`config.mk`:
```
export PLATFORM = sky130hd
export DESIGN_NAME = wts_sequencer
export DESIGN_NICKNAME = d
export VERILOG_FILES = /design/src/verilog/wts_pkg.sv /design/src/verilog/wts_debounce.sv /design/src/verilog/wts_countdown.sv /design/src/verilog/wts_sequencer.sv
export SDC_FILE = /design/constraint.sdc
export NUM_CORES = 1
export LEC_CHECK = 0
export BUFFER_PORTS_ARGS = -buffer_cell sky130_fd_sc_hd__buf_2
export CORE_ASPECT_RATIO = 2
export CORE_MARGIN = 1
export CORE_UTILIZATION = 65
export CTS_BUF_LIST = sky130_fd_sc_hd__clkbuf_8
export CTS_CLUSTER_DIAMETER = 30
export DETAILED_ROUTE_END_ITERATION = 8
export PLACE_DENSITY = 0.88
export SKIP_CTS_REPAIR_TIMING = 1
export SLEW_MARGIN = 20
export SYNTH_ARGS = -nofsm -noshare
export SYNTH_HDL_FRONTEND = slang
export SYNTH_SLANG_ARGS = --single-unit
```
`constraint.sdc`:
```
create_clock -name pclk -period 4 [get_ports pclk]
set_input_delay 0.8 -clock pclk [delete_from_list [all_inputs] [get_ports pclk]]
set_output_delay 0.8 -clock pclk [all_outputs]
set_load 0.05 [all_outputs]
```
`src/verilog/wts_pkg.sv`:
```
// package of constants and types for the withstand test sequencer
// Summary of operation
// - remote_select low hands start control from panel to remote inputs and enables the remote stop.
// - under remote control a low remote start begins a test.
// - a low remote stop ends a running test and removes output.
// - open remote inputs read as high, the inactive level.
// - maintained contact: make enters test, break stops it.
// - open safety loop forces protection, output off, testing refused.
// - stop does not release protection while the loop stays open.
// - protection from the loop clears on stop after the loop recloses.
// - ready output asserted in the ready state.
// - high voltage output asserted while testing or charge remains.
// - standard mode: pass shown about 200 ms, then ready.
// - fail output holds until ready or protection is entered.
// - protection output follows state except connector change while stopped, clear mode off.
// - each status output is a make contact, closed when asserted.
// - four independent mode switches, any combination supported.
// - two-step start: start counts only within 0.5 s after a stop.
// - two-step start: ready output only for 0.5 s after a stop.
// - pass latch: pass held until a stop arrives.
// - standard: test persists after start release until timer or stop.
// - hold-to-run: releasing start ends the test at once.
// - panel-only clear: remote stop ends test, clears pass, not fail/protection.
// - remote control disables panel start; both stops still stop a test.
// - timer expiry gives pass; leakage out of limits gives fail.
package wts_pkg;
    localparam int unsigned CLK_HZ            = 25_000_000;
    localparam int unsigned MIN_WIDTH_MS      = 20;
    localparam int unsigned PASS_SHOW_MS      = 200;
    localparam int unsigned STEP_WINDOW_MS    = 500;
    localparam int unsigned MIN_WIDTH_CYC     = CLK_HZ / 1000 * MIN_WIDTH_MS;
    localparam int unsigned PASS_SHOW_CYC     = CLK_HZ / 1000 * PASS_SHOW_MS;
    localparam int unsigned STEP_WINDOW_CYC   = CLK_HZ / 1000 * STEP_WINDOW_MS;
    localparam logic [2:0]  CTRL_RESET        = 3'h0;
    localparam logic [31:0] TIMER_RESET       = 32'h0;
    // status register bit positions
    localparam int unsigned ST_READY_BIT      = 0;
    localparam int unsigned ST_TEST_BIT       = 1;
    localparam int unsigned ST_PASS_BIT       = 2;
    localparam int unsigned ST_FAIL_BIT       = 3;
    localparam int unsigned ST_PROT_BIT       = 4;
    localparam int unsigned ST_HV_BIT         = 5;
    localparam int unsigned ST_REMOTE_BIT     = 6;
    localparam int unsigned ST_LOOP_BIT       = 7;
    // control register bit positions
    localparam int unsigned CT_START_BIT      = 0;
    localparam int unsigned CT_STOP_BIT       = 1;
    localparam int unsigned CT_JUDGE_BIT      = 2;
    // apb byte addresses
    localparam logic [7:0]  ADDR_CTRL         = 8'h00;
    localparam logic [7:0]  ADDR_STATUS       = 8'h04;
    localparam logic [7:0]  ADDR_MODE         = 8'h08;
    typedef enum logic [2:0] {
        WTS_READY = 3'b000,
        WTS_TEST  = 3'b001,
        WTS_PASS  = 3'b010,
        WTS_FAIL  = 3'b011,
        WTS_PROT  = 3'b100
    } wts_state_t;
endpackage

```
`src/verilog/wts_debounce.sv`:
```
// synchroniser and stability filter for one pin level
`timescale 1ns/1ns
`default_nettype none
module wts_debounce
    import wts_pkg::*;
#(
    parameter int unsigned STABLE_CYC = MIN_WIDTH_CYC
) (
    input  wire logic pclk,
    input  wire logic presetn,
    input  wire logic pin_in,
    output logic      level_out
);
    localparam int unsigned CW = $clog2(STABLE_CYC + 1);
    logic          sync1_reg;
    logic          sync2_reg;
    logic [CW-1:0] cnt_reg;

    // idle level is high, same as an open pulled-up input
    always_ff @(posedge pclk or negedge presetn) begin
        if (!presetn) begin
            sync1_reg <= 1'b1;
            sync2_reg <= 1'b1;
        end else begin
            sync1_reg <= pin_in;
            sync2_reg <= sync1_reg;
        end
    end

    always_ff @(posedge pclk or negedge presetn) begin
        if (!presetn) begin
            cnt_reg   <= '0;
            level_out <= 1'b1;
        end else if (sync2_reg == level_out) begin
            cnt_reg <= '0;
        end else if (cnt_reg >= CW'(STABLE_CYC - 1)) begin
            cnt_reg   <= '0;
            level_out <= sync2_reg;
        end else begin
            cnt_reg <= cnt_reg + 1'b1;
        end
    end
endmodule
`default_nettype wire

```
`src/verilog/wts_countdown.sv`:
```
// loadable down counter that reports when it is running
`timescale 1ns/1ns
`default_nettype none
module wts_countdown #(
    parameter int unsigned LOAD_CYC = 1
) (
    input  wire logic pclk,
    input  wire logic presetn,
    input  wire logic load,
    input  wire logic clear,
    output logic      running,
    output logic      done
);
    localparam int unsigned CW = $clog2(LOAD_CYC + 1);
    logic [CW-1:0] cnt_reg;

    always_ff @(posedge pclk or negedge presetn) begin
        if (!presetn) begin
            cnt_reg <= '0;
        end else if (clear) begin
            cnt_reg <= '0;
        end else if (load) begin
            cnt_reg <= CW'(LOAD_CYC);
        end else if (cnt_reg != '0) begin
            cnt_reg <= cnt_reg - 1'b1;
        end
    end

    assign running = (cnt_reg != '0);
    assign done    = (cnt_reg == CW'(1));
endmodule
`default_nettype wire

```
`src/verilog/wts_sequencer.sv`:
```
// withstand test sequencer: remote pins, safety loop, modes, status contacts, apb access
`timescale 1ns/1ns
`default_nettype none
module wts_sequencer
    import wts_pkg::*;
#(
    parameter int unsigned MIN_WIDTH  = MIN_WIDTH_CYC,
    parameter int unsigned PASS_SHOW  = PASS_SHOW_CYC,
    parameter int unsigned STEP_WIN   = STEP_WINDOW_CYC
) (
    input  wire logic        pclk,
    input  wire logic        presetn,
    input  wire logic        psel,
    input  wire logic        penable,
    input  wire logic        pwrite,
    input  wire logic [7:0]  paddr,
    input  wire logic [31:0] pwdata,
    output logic [31:0]      prdata,
    output logic             pready,
    output logic             pslverr,
    input  wire logic        remote_select_n,
    input  wire logic        remote_start_n,
    input  wire logic        remote_stop_n,
    input  wire logic        safety_loop_closed,
    input  wire logic        panel_start,
    input  wire logic        panel_stop,
    input  wire logic [3:0]  mode_switch,
    input  wire logic        timer_expired,
    input  wire logic        leakage_fault,
    input  wire logic        residual_voltage,
    output logic             hv_enable,
    output logic             ready_contact,
    output logic             high_voltage_on_contact,
    output logic             pass_contact,
    output logic             fail_contact,
    output logic             protection_contact
);
    wts_state_t state_reg;
    wts_state_t state_next;

    logic sel_lvl;
    logic start_lvl;
    logic stop_lvl;
    logic loop_lvl;
    logic loop_closed_lvl;
    logic panel_start_s1_reg;
    logic panel_start_s2_reg;
    logic panel_stop_s1_reg;
    logic panel_stop_s2_reg;
    logic [3:0] mode_s1_reg;
    logic [3:0] mode_s2_reg;
    logic timer_s1_reg;
    logic timer_s2_reg;
    logic leak_s1_reg;
    logic leak_s2_reg;
    logic resid_s1_reg;
    logic resid_s2_reg;

    logic remote_mode;
    logic remote_start_reg;
    logic remote_stop_reg;
    logic panel_start_prev_reg;
    logic panel_stop_prev_reg;
    logic remote_mode_prev_reg;
    logic quiet_prot_reg;
    logic loop_tripped_reg;

    logic [2:0] sw_ctrl_reg;
    logic [2:0] sw_ctrl_prev_reg;

    logic start_held;
    logic start_edge;
    logic panel_stop_edge;
    logic remote_stop_edge;
    logic any_stop_edge;
    logic clearing_stop;
    logic step_open;
    logic pass_done;
    logic pass_load;
    logic two_step_start_mode;
    logic pass_latch_mode;
    logic hold_to_run_mode;
    logic panel_only_clear_mode;
    logic remote_changed;
    logic apb_write;
    logic sw_start;
    logic sw_stop;
    logic sw_judge;

    // remote pins and the safety loop are filtered to the minimum input width
    wts_debounce #(.STABLE_CYC(MIN_WIDTH)) u_db_sel   (.pclk(pclk), .presetn(presetn),
        .pin_in(remote_select_n), .level_out(sel_lvl));
    wts_debounce #(.STABLE_CYC(MIN_WIDTH)) u_db_start (.pclk(pclk), .presetn(presetn),
        .pin_in(remote_start_n), .level_out(start_lvl));
    wts_debounce #(.STABLE_CYC(MIN_WIDTH)) u_db_stop  (.pclk(pclk), .presetn(presetn),
        .pin_in(remote_stop_n), .level_out(stop_lvl));
    wts_debounce #(.STABLE_CYC(MIN_WIDTH)) u_db_loop  (.pclk(pclk), .presetn(presetn),
        .pin_in(safety_loop_closed), .level_out(loop_closed_lvl));
    // filter idles closed, so leaving reset does not look like an opened loop
    assign loop_lvl = ~loop_closed_lvl;

    // panel, switch and analog-side inputs only need two stages
    always_ff @(posedge pclk or negedge presetn) begin
        if (!presetn) begin
            panel_start_s1_reg <= 1'b0;
            panel_start_s2_reg <= 1'b0;
            panel_stop_s1_reg  <= 1'b0;
            panel_stop_s2_reg  <= 1'b0;
            mode_s1_reg        <= 4'h0;
            mode_s2_reg        <= 4'h0;
            timer_s1_reg       <= 1'b0;
            timer_s2_reg       <= 1'b0;
            leak_s1_reg        <= 1'b0;
            leak_s2_reg        <= 1'b0;
            resid_s1_reg       <= 1'b0;
            resid_s2_reg       <= 1'b0;
        end else begin
            panel_start_s1_reg <= panel_start;
            panel_start_s2_reg <= panel_start_s1_reg;
            panel_stop_s1_reg  <= panel_stop;
            panel_stop_s2_reg  <= panel_stop_s1_reg;
            mode_s1_reg        <= mode_switch;
            mode_s2_reg        <= mode_s1_reg;
            timer_s1_reg       <= timer_expired;
            timer_s2_reg       <= timer_s1_reg;
            leak_s1_reg        <= leakage_fault;
            leak_s2_reg        <= leak_s1_reg;
            resid_s1_reg       <= residual_voltage;
            resid_s2_reg       <= resid_s1_reg;
        end
    end

    assign two_step_start_mode   = mode_s2_reg[0];
    assign pass_latch_mode       = mode_s2_reg[1];
    assign hold_to_run_mode      = mode_s2_reg[2];
    assign panel_only_clear_mode = mode_s2_reg[3];

    assign remote_mode = ~sel_lvl;

    // software command strobes, one pulse per written bit
    assign apb_write = psel & penable & pwrite;
    always_ff @(posedge pclk or negedge presetn) begin
        if (!presetn) begin
            sw_ctrl_reg      <= CTRL_RESET;
            sw_ctrl_prev_reg <= CTRL_RESET;
        end else begin
            sw_ctrl_prev_reg <= sw_ctrl_reg;
            if (apb_write && paddr == ADDR_CTRL) begin
                sw_ctrl_reg <= pwdata[2:0];
            end else begin
                sw_ctrl_reg <= CTRL_RESET;
            end
        end
    end
    assign sw_start = sw_ctrl_reg[CT_START_BIT] & ~sw_ctrl_prev_reg[CT_START_BIT];
    assign sw_stop  = sw_ctrl_reg[CT_STOP_BIT];
    assign sw_judge = sw_ctrl_reg[CT_JUDGE_BIT];

    always_ff @(posedge pclk or negedge presetn) begin
        if (!presetn) begin
            remote_start_reg     <= 1'b0;
            remote_stop_reg      <= 1'b0;
            panel_start_prev_reg <= 1'b0;
            panel_stop_prev_reg  <= 1'b0;
            remote_mode_prev_reg <= 1'b0;
        end else begin
            remote_start_reg     <= remote_mode & ~start_lvl;
            remote_stop_reg      <= remote_mode & ~stop_lvl;
            panel_start_prev_reg <= panel_start_s2_reg;
            panel_stop_prev_reg  <= panel_stop_s2_reg;
            remote_mode_prev_reg <= remote_mode;
        end
    end

    // panel start counts only under panel control
    assign start_held = remote_mode ? (remote_mode & ~start_lvl) : panel_start_s2_reg;
    assign start_edge = remote_mode ? ((remote_mode & ~start_lvl) & ~remote_start_reg)
                                    : ((panel_start_s2_reg & ~panel_start_prev_reg) | sw_start);
    assign panel_stop_edge  = (panel_stop_s2_reg & ~panel_stop_prev_reg) | sw_stop;
    assign remote_stop_edge = (remote_mode & ~stop_lvl) & ~remote_stop_reg;
    assign any_stop_edge    = panel_stop_edge | remote_stop_edge;
    // fail and protection may be cleared only by a panel or software stop in that mode
    assign clearing_stop    = panel_stop_edge | (remote_stop_edge & ~panel_only_clear_mode);
    assign remote_changed   = remote_mode ^ remote_mode_prev_reg;
    assign pass_load        = (state_reg == WTS_TEST) && (state_next == WTS_PASS);

    wts_countdown #(.LOAD_CYC(STEP_WIN)) u_step (
        .pclk    (pclk),
        .presetn (presetn),
        .load    (any_stop_edge),
        .clear   (1'b0),
        .running (step_open),
        .done    ()
    );

    wts_countdown #(.LOAD_CYC(PASS_SHOW)) u_pass (
        .pclk    (pclk),
        .presetn (presetn),
        .load    (pass_load),
        .clear   (state_reg != WTS_PASS && !pass_load),
        .running (),
        .done    (pass_done)
    );

    // protection from the loop latches until a clearing stop arrives in protection after the loop is closed again
    always_ff @(posedge pclk or negedge presetn) begin
        if (!presetn) begin
            loop_tripped_reg <= 1'b0;
        end else if (loop_lvl) begin
            loop_tripped_reg <= 1'b1;
        end else if (state_reg == WTS_PROT && clearing_stop) begin
            loop_tripped_reg <= 1'b0;
        end
    end

    always_comb begin
        state_next = state_reg;
        unique case (state_reg)
            WTS_READY: begin
                if (start_edge && (!two_step_start_mode || step_open)) begin
                    state_next = WTS_TEST;
                end
            end
            WTS_TEST: begin
                if (any_stop_edge) begin
                    state_next = WTS_READY;
                end else if (hold_to_run_mode && !start_held) begin
                    state_next = WTS_READY;
                end else if (leak_s2_reg) begin
                    state_next = WTS_FAIL;
                end else if (timer_s2_reg || sw_judge) begin
                    state_next = WTS_PASS;
                end
            end
            WTS_PASS: begin
                if (any_stop_edge) begin
                    state_next = WTS_READY;
                end else if (!pass_latch_mode && pass_done) begin
                    state_next = WTS_READY;
                end
            end
            WTS_FAIL: begin
                if (clearing_stop) begin
                    state_next = WTS_READY;
                end
            end
            WTS_PROT: begin
                if (clearing_stop && !loop_lvl) begin
                    state_next = WTS_READY;
                end
            end
            default: state_next = WTS_PROT;
        endcase
        if (loop_lvl) begin
            state_next = WTS_PROT;
        end
    end

    always_ff @(posedge pclk or negedge presetn) begin
        if (!presetn) begin
            state_reg <= WTS_READY;
        end else begin
            state_reg <= state_next;
        end
    end

    // with panel-only clear off, a connector change while stopped keeps the protection contact open
    always_ff @(posedge pclk or negedge presetn) begin
        if (!presetn) begin
            quiet_prot_reg <= 1'b0;
        end else if (state_next != WTS_PROT) begin
            quiet_prot_reg <= 1'b0;
        end else if (state_reg != WTS_TEST && remote_changed && !panel_only_clear_mode) begin
            quiet_prot_reg <= 1'b1;
        end
    end

    // contacts follow the next state so they switch together with the state register
    always_ff @(posedge pclk or negedge presetn) begin
        if (!presetn) begin
            hv_enable               <= 1'b0;
            ready_contact           <= 1'b0;
            high_voltage_on_contact <= 1'b0;
            pass_contact            <= 1'b0;
            fail_contact            <= 1'b0;
            protection_contact      <= 1'b0;
        end else begin
            hv_enable               <= (state_next == WTS_TEST);
            ready_contact           <= (state_next == WTS_READY)
                                       && (!two_step_start_mode || step_open);
            high_voltage_on_contact <= (state_next == WTS_TEST) || resid_s2_reg;
            pass_contact            <= (state_next == WTS_PASS);
            fail_contact            <= (state_next == WTS_FAIL);
            protection_contact      <= (state_next == WTS_PROT) && !quiet_prot_reg
                                       && !(state_reg != WTS_TEST && remote_changed
                                            && !panel_only_clear_mode);
        end
    end

    // apb read side, zero wait states
    assign pready  = 1'b1;
    assign pslverr = psel & penable & ~(paddr == ADDR_CTRL || paddr == ADDR_STATUS || paddr == ADDR_MODE);
    always_ff @(posedge pclk or negedge presetn) begin
        if (!presetn) begin
            prdata <= TIMER_RESET;
        end else if (psel && !penable && !pwrite) begin
            prdata <= 32'h0;
            unique case (paddr)
                ADDR_STATUS: begin
                    prdata[ST_READY_BIT]  <= (state_reg == WTS_READY);
                    prdata[ST_TEST_BIT]   <= (state_reg == WTS_TEST);
                    prdata[ST_PASS_BIT]   <= (state_reg == WTS_PASS);
                    prdata[ST_FAIL_BIT]   <= (state_reg == WTS_FAIL);
                    prdata[ST_PROT_BIT]   <= (state_reg == WTS_PROT);
                    prdata[ST_HV_BIT]     <= high_voltage_on_contact;
                    prdata[ST_REMOTE_BIT] <= remote_mode;
                    prdata[ST_LOOP_BIT]   <= loop_tripped_reg;
                end
                ADDR_MODE: prdata[3:0] <= mode_s2_reg;
                default:   prdata <= 32'h0;
            endcase
        end
    end
endmodule
`default_nettype wire

```
==> out/results.txt, run 1 <==
Slew Limit Fails: 0
Starting Density: 0.664
Dpl hpwl: 11000 um
CTS clk-pin slew, worst paths: 0.10 ns
Die W: 81.9 um
Num rows: 58
Comb power frac: 0.084
Final Cycle Share: 0.677
Vias in the first global route: 5904
Main combinational cell family by area after synthesis: simple AND/OR/NAND/NOR gates
Final setup slack of the worst path: 1.29 ns
Synth top area share: 0.510
RePlAce Congestion: 0.824
Clock power share: 0.367
Antenna diodes: 0
Largest net degree at the start of global routing: 79
Slew headroom: 0.374
Area growth, synth to finish: 8.35%
Die Height: 162 um
Lkg Pwr: 4.05 nW
Die area: 13200 um^2
Seq/Total Area, Yosys: 0.548
Min cycle time layout: 2.71 ns
Pre-Repair DR Iteration Count: 5
Prevailing post-synth register cell: dfrtp_1
Design internal power: 2.68 mW
Hold Vio Cnt, Final: 0
Synth Area in Adders: 0.0136
Post-DRT Antenna Nets: 0
Area contributors post-synth: dfrtp_1 (51%), nor2_1 (6.5%), xor2_1 (6.2%)
Ys async rst share: 1.00
#FFs+latches synth: 181
Via count: 5868
Post-synthesis compound-gate area fraction: 0.0593
Register share of total power: 0.548
Worst Tran Pin Value: 0.938 ns
Simple-Gate Fraction of Synth Area: 0.230
Syn Area/Cell: 10.2 um^2
Multiplexer share of the synthesized area: 0.00528
Worst-Skew Late Latency: 0.48 ns
Crit Path Class: flip-flop to flip-flop
Max reg flops: 24
Initial antenna violation count: 0
Final wirelength: 15900 um
DR vias/cell: 5.78
Final setup violation count: 0
F_max: 369 MHz
TNS Setup: 0 ns
Clk sinks: 181
Share of cells above drive strength 1: 0.121
Synth warnings: 0
Fin nets: 920
Crit path DAT: 3.06 ns
I/O pins: 98
Psw: 0.907 mW
Buffers on Ports: 43
Max-Cap Viols: 0
Pwr Density: 399 nW/um^2
Drt drc: 0
Wire length per cell: 15.7 um
Clock Path Buffers: 2
Total CTS buffers: 17
RSZ-0062 raised after global routing: false
CP Capture Type: flip-flop
Crit path required time: 4.35 ns
Sw Ratio: 0.253
Core Region: 12500 um^2
Status: finished clean
Overflow after GRT: 0
Worst ir drop on vdd: 0.420 mV
Worst-path fanout max: 11
CTS H-tree depth: 4
Synth Area in XOR/XNOR: 0.106
Root buffer cell: clkbuf_8
Yosys cell types: 59
Number of synthesized flops with an enable pin: 0
First-pass GRT wire length: 26700 um
Crit path launch type: flip-flop
Clock Skew: 0.0209 ns
Top-count cell post-synth: dfrtp_1
Commonest cells post-synth: dfrtp_1 (169), nor2_1 (144), xor2_1 (59)
CTS tree: yes
Min-delay worst type: primary input to asynchronous set/reset pin
GRT Util Overall: 0.266
Cells after Synth: 809
Initial DRC Count: 346
Cell area after synthesis: 8290 um^2
Post-placement worst setup slack: 1.30 ns
Synth area leader: dfrtp_1
-- stage by stage --
stage               total power [mW]  instance area [um^2]  hold WS [ns]   util  std cells
floorplan                       2.22                  8380         0.331      -        832
global placement                2.29                  8560         0.333  0.686        984
detailed placement              2.30                  8560         0.335  0.686        984
CTS                             3.61                  8980         0.317  0.720       1016
global route                    3.71                  8980         0.331  0.720       1016
finish                          3.59                  8980         0.281  0.720       1016
-- path summary, 6_finish.rpt --
kind	startpoint	to	depth (start not counted)	slack, ns
hold reg to reg	mode_s1_reg[3]	mode_s2_reg[3]	0	0.35
setup / recovery	u_step.cnt_reg[17]	u_step.cnt_reg[21]	6	1.29
setup reg to reg	u_step.cnt_reg[17]	u_step.cnt_reg[21]	6	1.29
hold / removal	presetn	u_db_start.cnt_reg[3]	1	0.28
min in group pclk	mode_s1_reg[3]	mode_s2_reg[3]	0	0.35
max in group asynchronous	presetn	u_db_start.level_out	2	2.79
-- final cells by class --
class,instances,area (um^2)
multi-input cells,595,3530
well taps,150,188
flip-flops and latches,181,4540
clock inverters,14,174
clock buffers,18,248
fillers,913,3500
inverters,12,45.0
repair buffers,46,256
-- metal layers --
metal / vias up / wire (um) / global-route usage / part of all wire
met5: - / 0 / 0 / 0
li1: 2803 / - / - / -
met4: 0 / 555 / 0.148 / 0.035
met1: 2847 / 6060 / 0.298 / 0.38
met2: 174 / 8700 / 0.459 / 0.55
met3: 44 / 636 / 0.0500 / 0.040
-- logic make-up (layout without fill, tap and decap cells) --
| family | Yosys count | in the layout |
|---|---|---|
| adder cells (fa/ha/maj) | 9 | 9 |
| multiplexers | 4 | 4 |
| XOR/XNOR | 100 | 100 |
| AO/OA/AOI/OAI | 77 | 77 |
| flip-flops | 181 | 181 |
| AND/OR/NAND/NOR | 380 | 380 |
| buffers and inverters | 56 | 90 |
| other | 2 | 25 |
-- cell usage in the layout, fill, tap and decap left out, types with 9 or more instances in the layout --
master    synthesis  routed
xor2_1           59      59
a21oi_1          17      17
nor3_1           22      22
nand4_1          18      18
dfstp_2          12      12
inv_1            12      17
and3_1           18      18
conb_1            2      25
nand2b_1          9       9
o21ai_0          24      24
clkbuf_8          0      18
xnor2_1          41      41
nand2_1          57      57
dfrtp_1         169     169
or4_1            11      11
nand3_1          38      38
buf_2             1      42
ha_1              9       9
nor4_1           16      16
nor2_1          144     144
-- power groups by stage --
stage	Clock, mW	Sequential [mW]	Combinational, mW
finish	1.32	1.97	0.302
global route	1.40	1.98	0.339
CTS	1.34	1.97	0.305
detailed placement	0	2.00	0.304
global placement	0	2.00	0.297
floorplan	0	1.98	0.238
-- worst max-delay path: stages, from the launching register on --
cell      delay, ns
dfrtp_1        0.42
or4_1          0.62
nor4_4         0.37
nand3_1        0.42
o211ai_2       0.35
nor4_1         0.07
or3_1          0.34
(Power assumes the default switching activity.)
==> run 2, diff against run 1 <==
- CORE_UTILIZATION: 65 -> 60
- PLACE_DENSITY: 0.88 -> 0.82
- clock period: 4 -> 2.65 ns (I/O delays scaled with it)
==> run 2 against run 1 <==
  * Routed wire length is 4.4% lower
  * Core utilization is 4.1 points lower
  * Clock-buffer cell count stayed put
  * Clock skew hardly changed
  * Register-to-register slack worse by 1.1 ns
  * Highest routed layer unchanged
  * First-iteration DRC count is 28% lower
  * Combinational power is 56% higher
==> out/results.txt, run 2 (synthesis results as in run 1) <==
Status: finished clean (unchanged)
Slew headroom: 0.603 (was 0.374)
Final setup violation count: 0 (unchanged)
Via count: 5851 (was 5868)
RePlAce Congestion: 0.822 (was 0.824)
Crit Path Class: flip-flop to flip-flop (unchanged)
DR vias/cell: 5.63 (was 5.78)
Cell Chain, Critical Path: or4_4 -> or2_4 -> nor4_4 -> o211ai_2 -> o31a_1 -> or3_1 (was or4_1 -> nor4_4 -> nand3_1 -> o211ai_2 -> nor4_1 -> or3_1)
Slowest-stage cell, CP: or4_4 (was or4_1)
Die W: 85.1 um (was 81.9 um)
Worst ir drop on vdd: 0.401 mV (was 0.420 mV)
Area occupied by multi-input gates: 3530 um^2 (unchanged)
Worst-Skew Late Latency: 0.46 ns (was 0.48 ns)
Worst Tran Pin Value: 0.595 ns (was 0.938 ns)
GRT Util Overall: 0.232 (was 0.266)
Crit path launch type: flip-flop (unchanged)
Drt drc: 0 (unchanged)
I/O pins: 98 (unchanged)
Lkg Pwr: 4.12 nW (was 4.05 nW)
CP Capture Type: flip-flop (unchanged)
Clock Skew: 0.0211 ns (was 0.0209 ns)
Number of fill cells in the layout: 1046 (was 913)
RSZ-0062 raised after global routing: false (unchanged)
TNS Setup: 0 ns (unchanged)
Max-Cap Viols: 0 (unchanged)
Die Height: 168 um (was 162 um)
Final Cycle Share: 0.942 (was 0.677)
Initial antenna violation count: 0 (unchanged)
Pre-Repair DR Iteration Count: 4 (was 5)
Placed cell count: 1006 (was 984)
Clk sinks: 181 (unchanged)
Final setup slack of the worst path: 0.155 ns (was 1.29 ns)
Max reg flops: 24 (unchanged)
Initial DRC Count: 250 (was 346)
Hold Vio Cnt, Final: 0 (unchanged)
First-pass GRT wire length: 26300 um (was 26700 um)
Starting Density: 0.617 (was 0.664)
Buffers on Ports: 43 (unchanged)
Final wirelength: 15200 um (was 15900 um)
Dpl hpwl: 10900 um (was 11000 um)
Total CTS buffers: 17 (unchanged)
Non-filler cells, final: 1040 (was 1016)
Post-DRT Antenna Nets: 0 (unchanged)
CTS H-tree depth: 4 (unchanged)
Share of cells above drive strength 1: 0.144 (was 0.121)
F_max: 401 MHz (was 369 MHz)
Final Util: 0.679 (was 0.720)
Antenna diodes: 0 (unchanged)
Hold slack final: 0.172 ns (was 0.281 ns)
Fin nets: 939 (was 920)
Worst-path fanout max: 5 (was 11)
Num rows: 60 (was 58)
Root buffer cell: clkbuf_8 (unchanged)
Vias in the first global route: 6042 (was 5904)
Die area: 14300 um^2 (was 13200 um^2)
Sequential cell area: 4540 um^2 (unchanged)
Clock Path Buffers: 2 (unchanged)
Crit path largest cell delay: 0.58 ns (was 0.62 ns)
Min-delay worst type: primary input to flip-flop (was primary input to asynchronous set/reset pin)
Crit path required time: 2.98 ns (was 4.35 ns)
Largest net degree at the start of global routing: 60 (was 79)
Overflow after GRT: 0 (unchanged)
Pwr Density: 582 nW/um^2 (was 399 nW/um^2)
Most common library cell in the layout ignoring fill and taps: dfrtp_1 (unchanged)
CTS tree: yes (unchanged)
Min cycle time layout: 2.50 ns (was 2.71 ns)
Core Region: 13400 um^2 (was 12500 um^2)
Area growth, synth to finish: 10.1% (was 8.35%)
Post-placement worst setup slack: 0.148 ns (was 1.30 ns)
Crit path DAT: 2.83 ns (was 3.06 ns)
Slew Limit Fails: 0 (unchanged)
CTS clk-pin slew, worst paths: 0.09 ns (was 0.10 ns)
Wire length per cell: 14.7 um (was 15.7 um)
Commonest cells after routing, fill and taps aside: dfrtp_1 (169), nor2_1 (144), xor2_1 (59), nand2_1 (57), buf_2 (42) (unchanged)
-- run 2: final cells by class --
type                            count  share of cell area
Clock buffer                       18              0.0271
Multi-Input combinational cell    595               0.387
Inverter                           12             0.00494
Sequential cell                   181               0.498
Timing Repair Buffer               65              0.0454
Tap cell                          155              0.0213
Clock inverter                     14              0.0167
-- run 2: routing by layer --
layer / global-route usage / wire [um] / vias to the layer above
met5: 0 / 0 / -
met4: 0.114 / 343 / 0
met3: 0.0407 / 427 / 26
met2: 0.428 / 8420 / 119
met1: 0.252 / 6040 / 2859
li1: - / - / 2847
-- run 2: critical path: cells and delay by family, from the launching register on --
family | cells | cell delay (ns)
compound gates | 2 | 0.46
flops | 1 | 0.44
simple gates | 4 | 1.48
-- run 2: path summary, 6_finish.rpt --
kind                            depth (start not counted)  slack, ns              endpoint                from
worst max-delay path                                    6       0.15    u_step.cnt_reg[21]   u_step.cnt_reg[9]
worst min-delay path                                    1       0.17   u_db_loop.sync1_reg  safety_loop_closed
worst max register to register                          6       0.15    u_step.cnt_reg[21]   u_step.cnt_reg[9]
worst min register to register                          0       0.35        mode_s2_reg[1]      mode_s1_reg[1]
max in group asynchronous                               3       1.42   u_db_stop.sync1_reg             presetn
min in group asynchronous                               2       0.51  u_db_loop.cnt_reg[5]             presetn
-- run 2: power breakdown --
| group | switching, mW | internal [mW] | total (mW) |
|---|---|---|---|
| Combinational | 0.313 | 0.158 | 0.471 |
| Sequential | 0.0981 | 2.86 | 2.96 |
| Clock | 0.997 | 0.875 | 1.87 |
| Total | 1.41 | 3.90 | 5.31 |
-- run 2: metrics by stage --
step	area, um^2	power [mW]
after detailed placement	8710	3.49
after CTS	9110	5.35
after floorplan	8380	3.35
after global routing	9130	5.53
final	9130	5.31
after global placement	8710	3.47
==> run 3, diff against run 2 <==
- SETUP_SLACK_MARGIN: default -> 0.3
==> run 3 against run 2 <==
  * Sequential share of layout area shrank 0.98 points
  * Flip-flop and latch count unchanged
  * Power grew 3.7%
  * Routed wire length rose by 4.9%
  * Maximum frequency up 6.3%
  * Sequential power hardly changed
  * Clock skew shrank 0.0044 ns
  * Die area stayed put
  * Final cell count rose by 1.2%
  * Critical path type unchanged
  * Global-route usage rose by 0.22 points
  * Combinational power increased by 9.6%
  * Register-to-register slack better by 0.15 ns
  * Highest routed layer unchanged
==> out/results.txt, run 3 (synthesis results as in run 1) <==
Status: finished clean (unchanged)
Min cycle time layout: 2.35 ns (was 2.50 ns)
GRT Util Overall: 0.235 (was 0.232)
CP Capture Type: flip-flop (unchanged)
Via count: 6012 (was 5851)
Buffers on Ports: 43 (unchanged)
F_max: 426 MHz (was 401 MHz)
Die W: 85.1 um (unchanged)
Initial DRC Count: 296 (was 250)
Number of fill cells in the layout: 1011 (was 1046)
Worst Tran Pin Value: 0.597 ns (was 0.595 ns)
Pwr Density: 591 nW/um^2 (was 582 nW/um^2)
Max reg flops: 24 (unchanged)
Num rows: 60 (unchanged)
Lkg Pwr: 4.20 nW (was 4.12 nW)
CTS clk-pin slew, worst paths: 0.09 ns (about the same)
Placed cell count: 1009 (was 1006)
Dpl hpwl: 11200 um (was 10900 um)
Crit. Startpoint: u_step.cnt_reg[11] (was u_step.cnt_reg[9])
Commonest cells after routing, fill and taps aside: dfrtp_1 (168), nor2_1 (143), xor2_1 (59), nand2_1 (57), buf_2 (42) (was dfrtp_1 (169), nor2_1 (144), xor2_1 (59), nand2_1 (57), buf_2 (42))
Clock power share: 0.365 (was 0.353)
Share of cells above drive strength 1: 0.169 (was 0.144)
Final setup slack of the worst path: 0.302 ns (was 0.155 ns)
DR vias/cell: 5.71 (was 5.63)
Min-delay worst type: primary input to flip-flop (unchanged)
Psw: 1.46 mW (was 1.41 mW)
Comb power frac: 0.094 (was 0.089)
Starting Density: 0.617 (unchanged)
Root buffer cell: clkbuf_8 (unchanged)
RSZ-0062 raised after global routing: true (was false)
Register share of total power: 0.541 (was 0.558)
Clk sinks: 181 (unchanged)
Total CTS buffers: 17 (unchanged)
Total power: 5.50 mW (was 5.31 mW)
First-pass GRT wire length: 26500 um (was 26300 um)
Worst-path fanout max: 4 (was 5)
Sw Ratio: 0.265 (about the same)
Crit path DAT: 2.69 ns (was 2.83 ns)
Drt drc: 0 (unchanged)
Final setup violation count: 0 (unchanged)
Fin nets: 951 (was 939)
Design internal power: 4.04 mW (was 3.90 mW)
Die Height: 168 um (unchanged)
Final Cycle Share: 0.886 (was 0.942)
Hold Vio Cnt, Final: 0 (unchanged)
Largest net degree at the start of global routing: 47 (was 60)
Crit path launch type: flip-flop (unchanged)
Post-DRT Antenna Nets: 0 (unchanged)
TNS Setup: 0 ns (unchanged)
Crit path required time: 2.99 ns (was 2.98 ns)
Non-filler cells, final: 1052 (was 1040)
Antenna diodes: 0 (unchanged)
CTS tree: yes (unchanged)
Most common library cell in the layout ignoring fill and taps: dfrtp_1 (unchanged)
CTS H-tree depth: 4 (unchanged)
Clock Skew: 0.0166 ns (was 0.0211 ns)
Worst R2R End: u_step.cnt_reg[21] (unchanged)
Wire length per cell: 15.2 um (was 14.7 um)
Overflow after GRT: 0 (unchanged)
Pre-Repair DR Iteration Count: 5 (was 4)
Worst R2R Setup Slack: 0.30 ns (was 0.15 ns)
Worst ir drop on vdd: 0.552 mV (was 0.401 mV)
Vias in the first global route: 5920 (was 6042)
RePlAce Congestion: 0.840 (was 0.822)
Clock Path Buffers: 2 (unchanged)
I/O pins: 98 (unchanged)
Initial antenna violation count: 0 (unchanged)
Slew Limit Fails: 0 (unchanged)
Crit Path Class: flip-flop to flip-flop (unchanged)
Max-Cap Viols: 0 (unchanged)
Core Region: 13400 um^2 (unchanged)
Worst-Skew Late Latency: 0.46 ns (about the same)
Crit path to: u_step.cnt_reg[21] (unchanged)
Die area: 14300 um^2 (unchanged)
Slew headroom: 0.601 (was 0.603)
Final wirelength: 16000 um (was 15200 um)
Area growth, synth to finish: 12.3% (was 10.1%)
Post-placement worst setup slack: 0.228 ns (was 0.148 ns)
Worst r2r src: u_step.cnt_reg[11] (was u_step.cnt_reg[9])
R2R depth: 6 (unchanged)
==> run 3: cell type report <==
type                    instances  area, um^2  area share
clock inverters                14         189      0.0203
clock buffers                  18         248      0.0266
inverters                      12        45.0     0.00484
flip-flops and latches        181        4550       0.488
repair buffers                 77         517      0.0555
well taps                     155         194      0.0208
multi-input cells             595        3570       0.384
==> run 3: worst min-delay path by stage <==
stage,end,startpoint,depth (start not counted)
floorplan,fail_contact,presetn,0
global placement,panel_stop_s2_reg,panel_stop_s1_reg,0
detailed placement,mode_s2_reg[2],mode_s1_reg[2],0
CTS,u_db_loop.cnt_reg[8],presetn,1
global route,u_db_loop.sync1_reg,safety_loop_closed,1
finish,u_db_loop.sync1_reg,safety_loop_closed,1
==> run 3: worst max-delay path: stages, from the launching register on <==
cell	delay (ns)
dfrtp_1	0.42
or4_4	0.55
or2_4	0.27
nor4_4	0.29
o211ai_2	0.16
o31a_1	0.26
or3_1	0.30
==> run 3: power by group through the flow <==
stage,clock (mW),combinational (mW),sequential (mW)
final,2.01,0.516,2.97
after global routing,2.17,0.574,2.99
after CTS,2.06,0.488,2.97
after detailed placement,0,0.488,3.02
after global placement,0,0.474,3.02
after floorplan,0,0.360,2.99
==> run 3: per-stage QoR <==
step                hold WS, ns  instance area (um^2)  utilization
finish                    0.160                  9310        0.693
CTS                     -0.0231                  9180        0.683
global placement          0.333                  8740        0.651
detailed placement        0.335                  8740        0.651
global route              0.128                  9310        0.693
floorplan                 0.234                  8380            -
==> run 3: metal layers <==
layer  up-vias  routed length [um]  global-route usage  part of all wire
met2       145                8790               0.426              0.55
met3        39                 514              0.0456             0.032
li1       2873                   -                   -                 -
met4         0                 532               0.116             0.033
met5         -                   0                   0                 0
met1      2955                6150               0.256              0.38
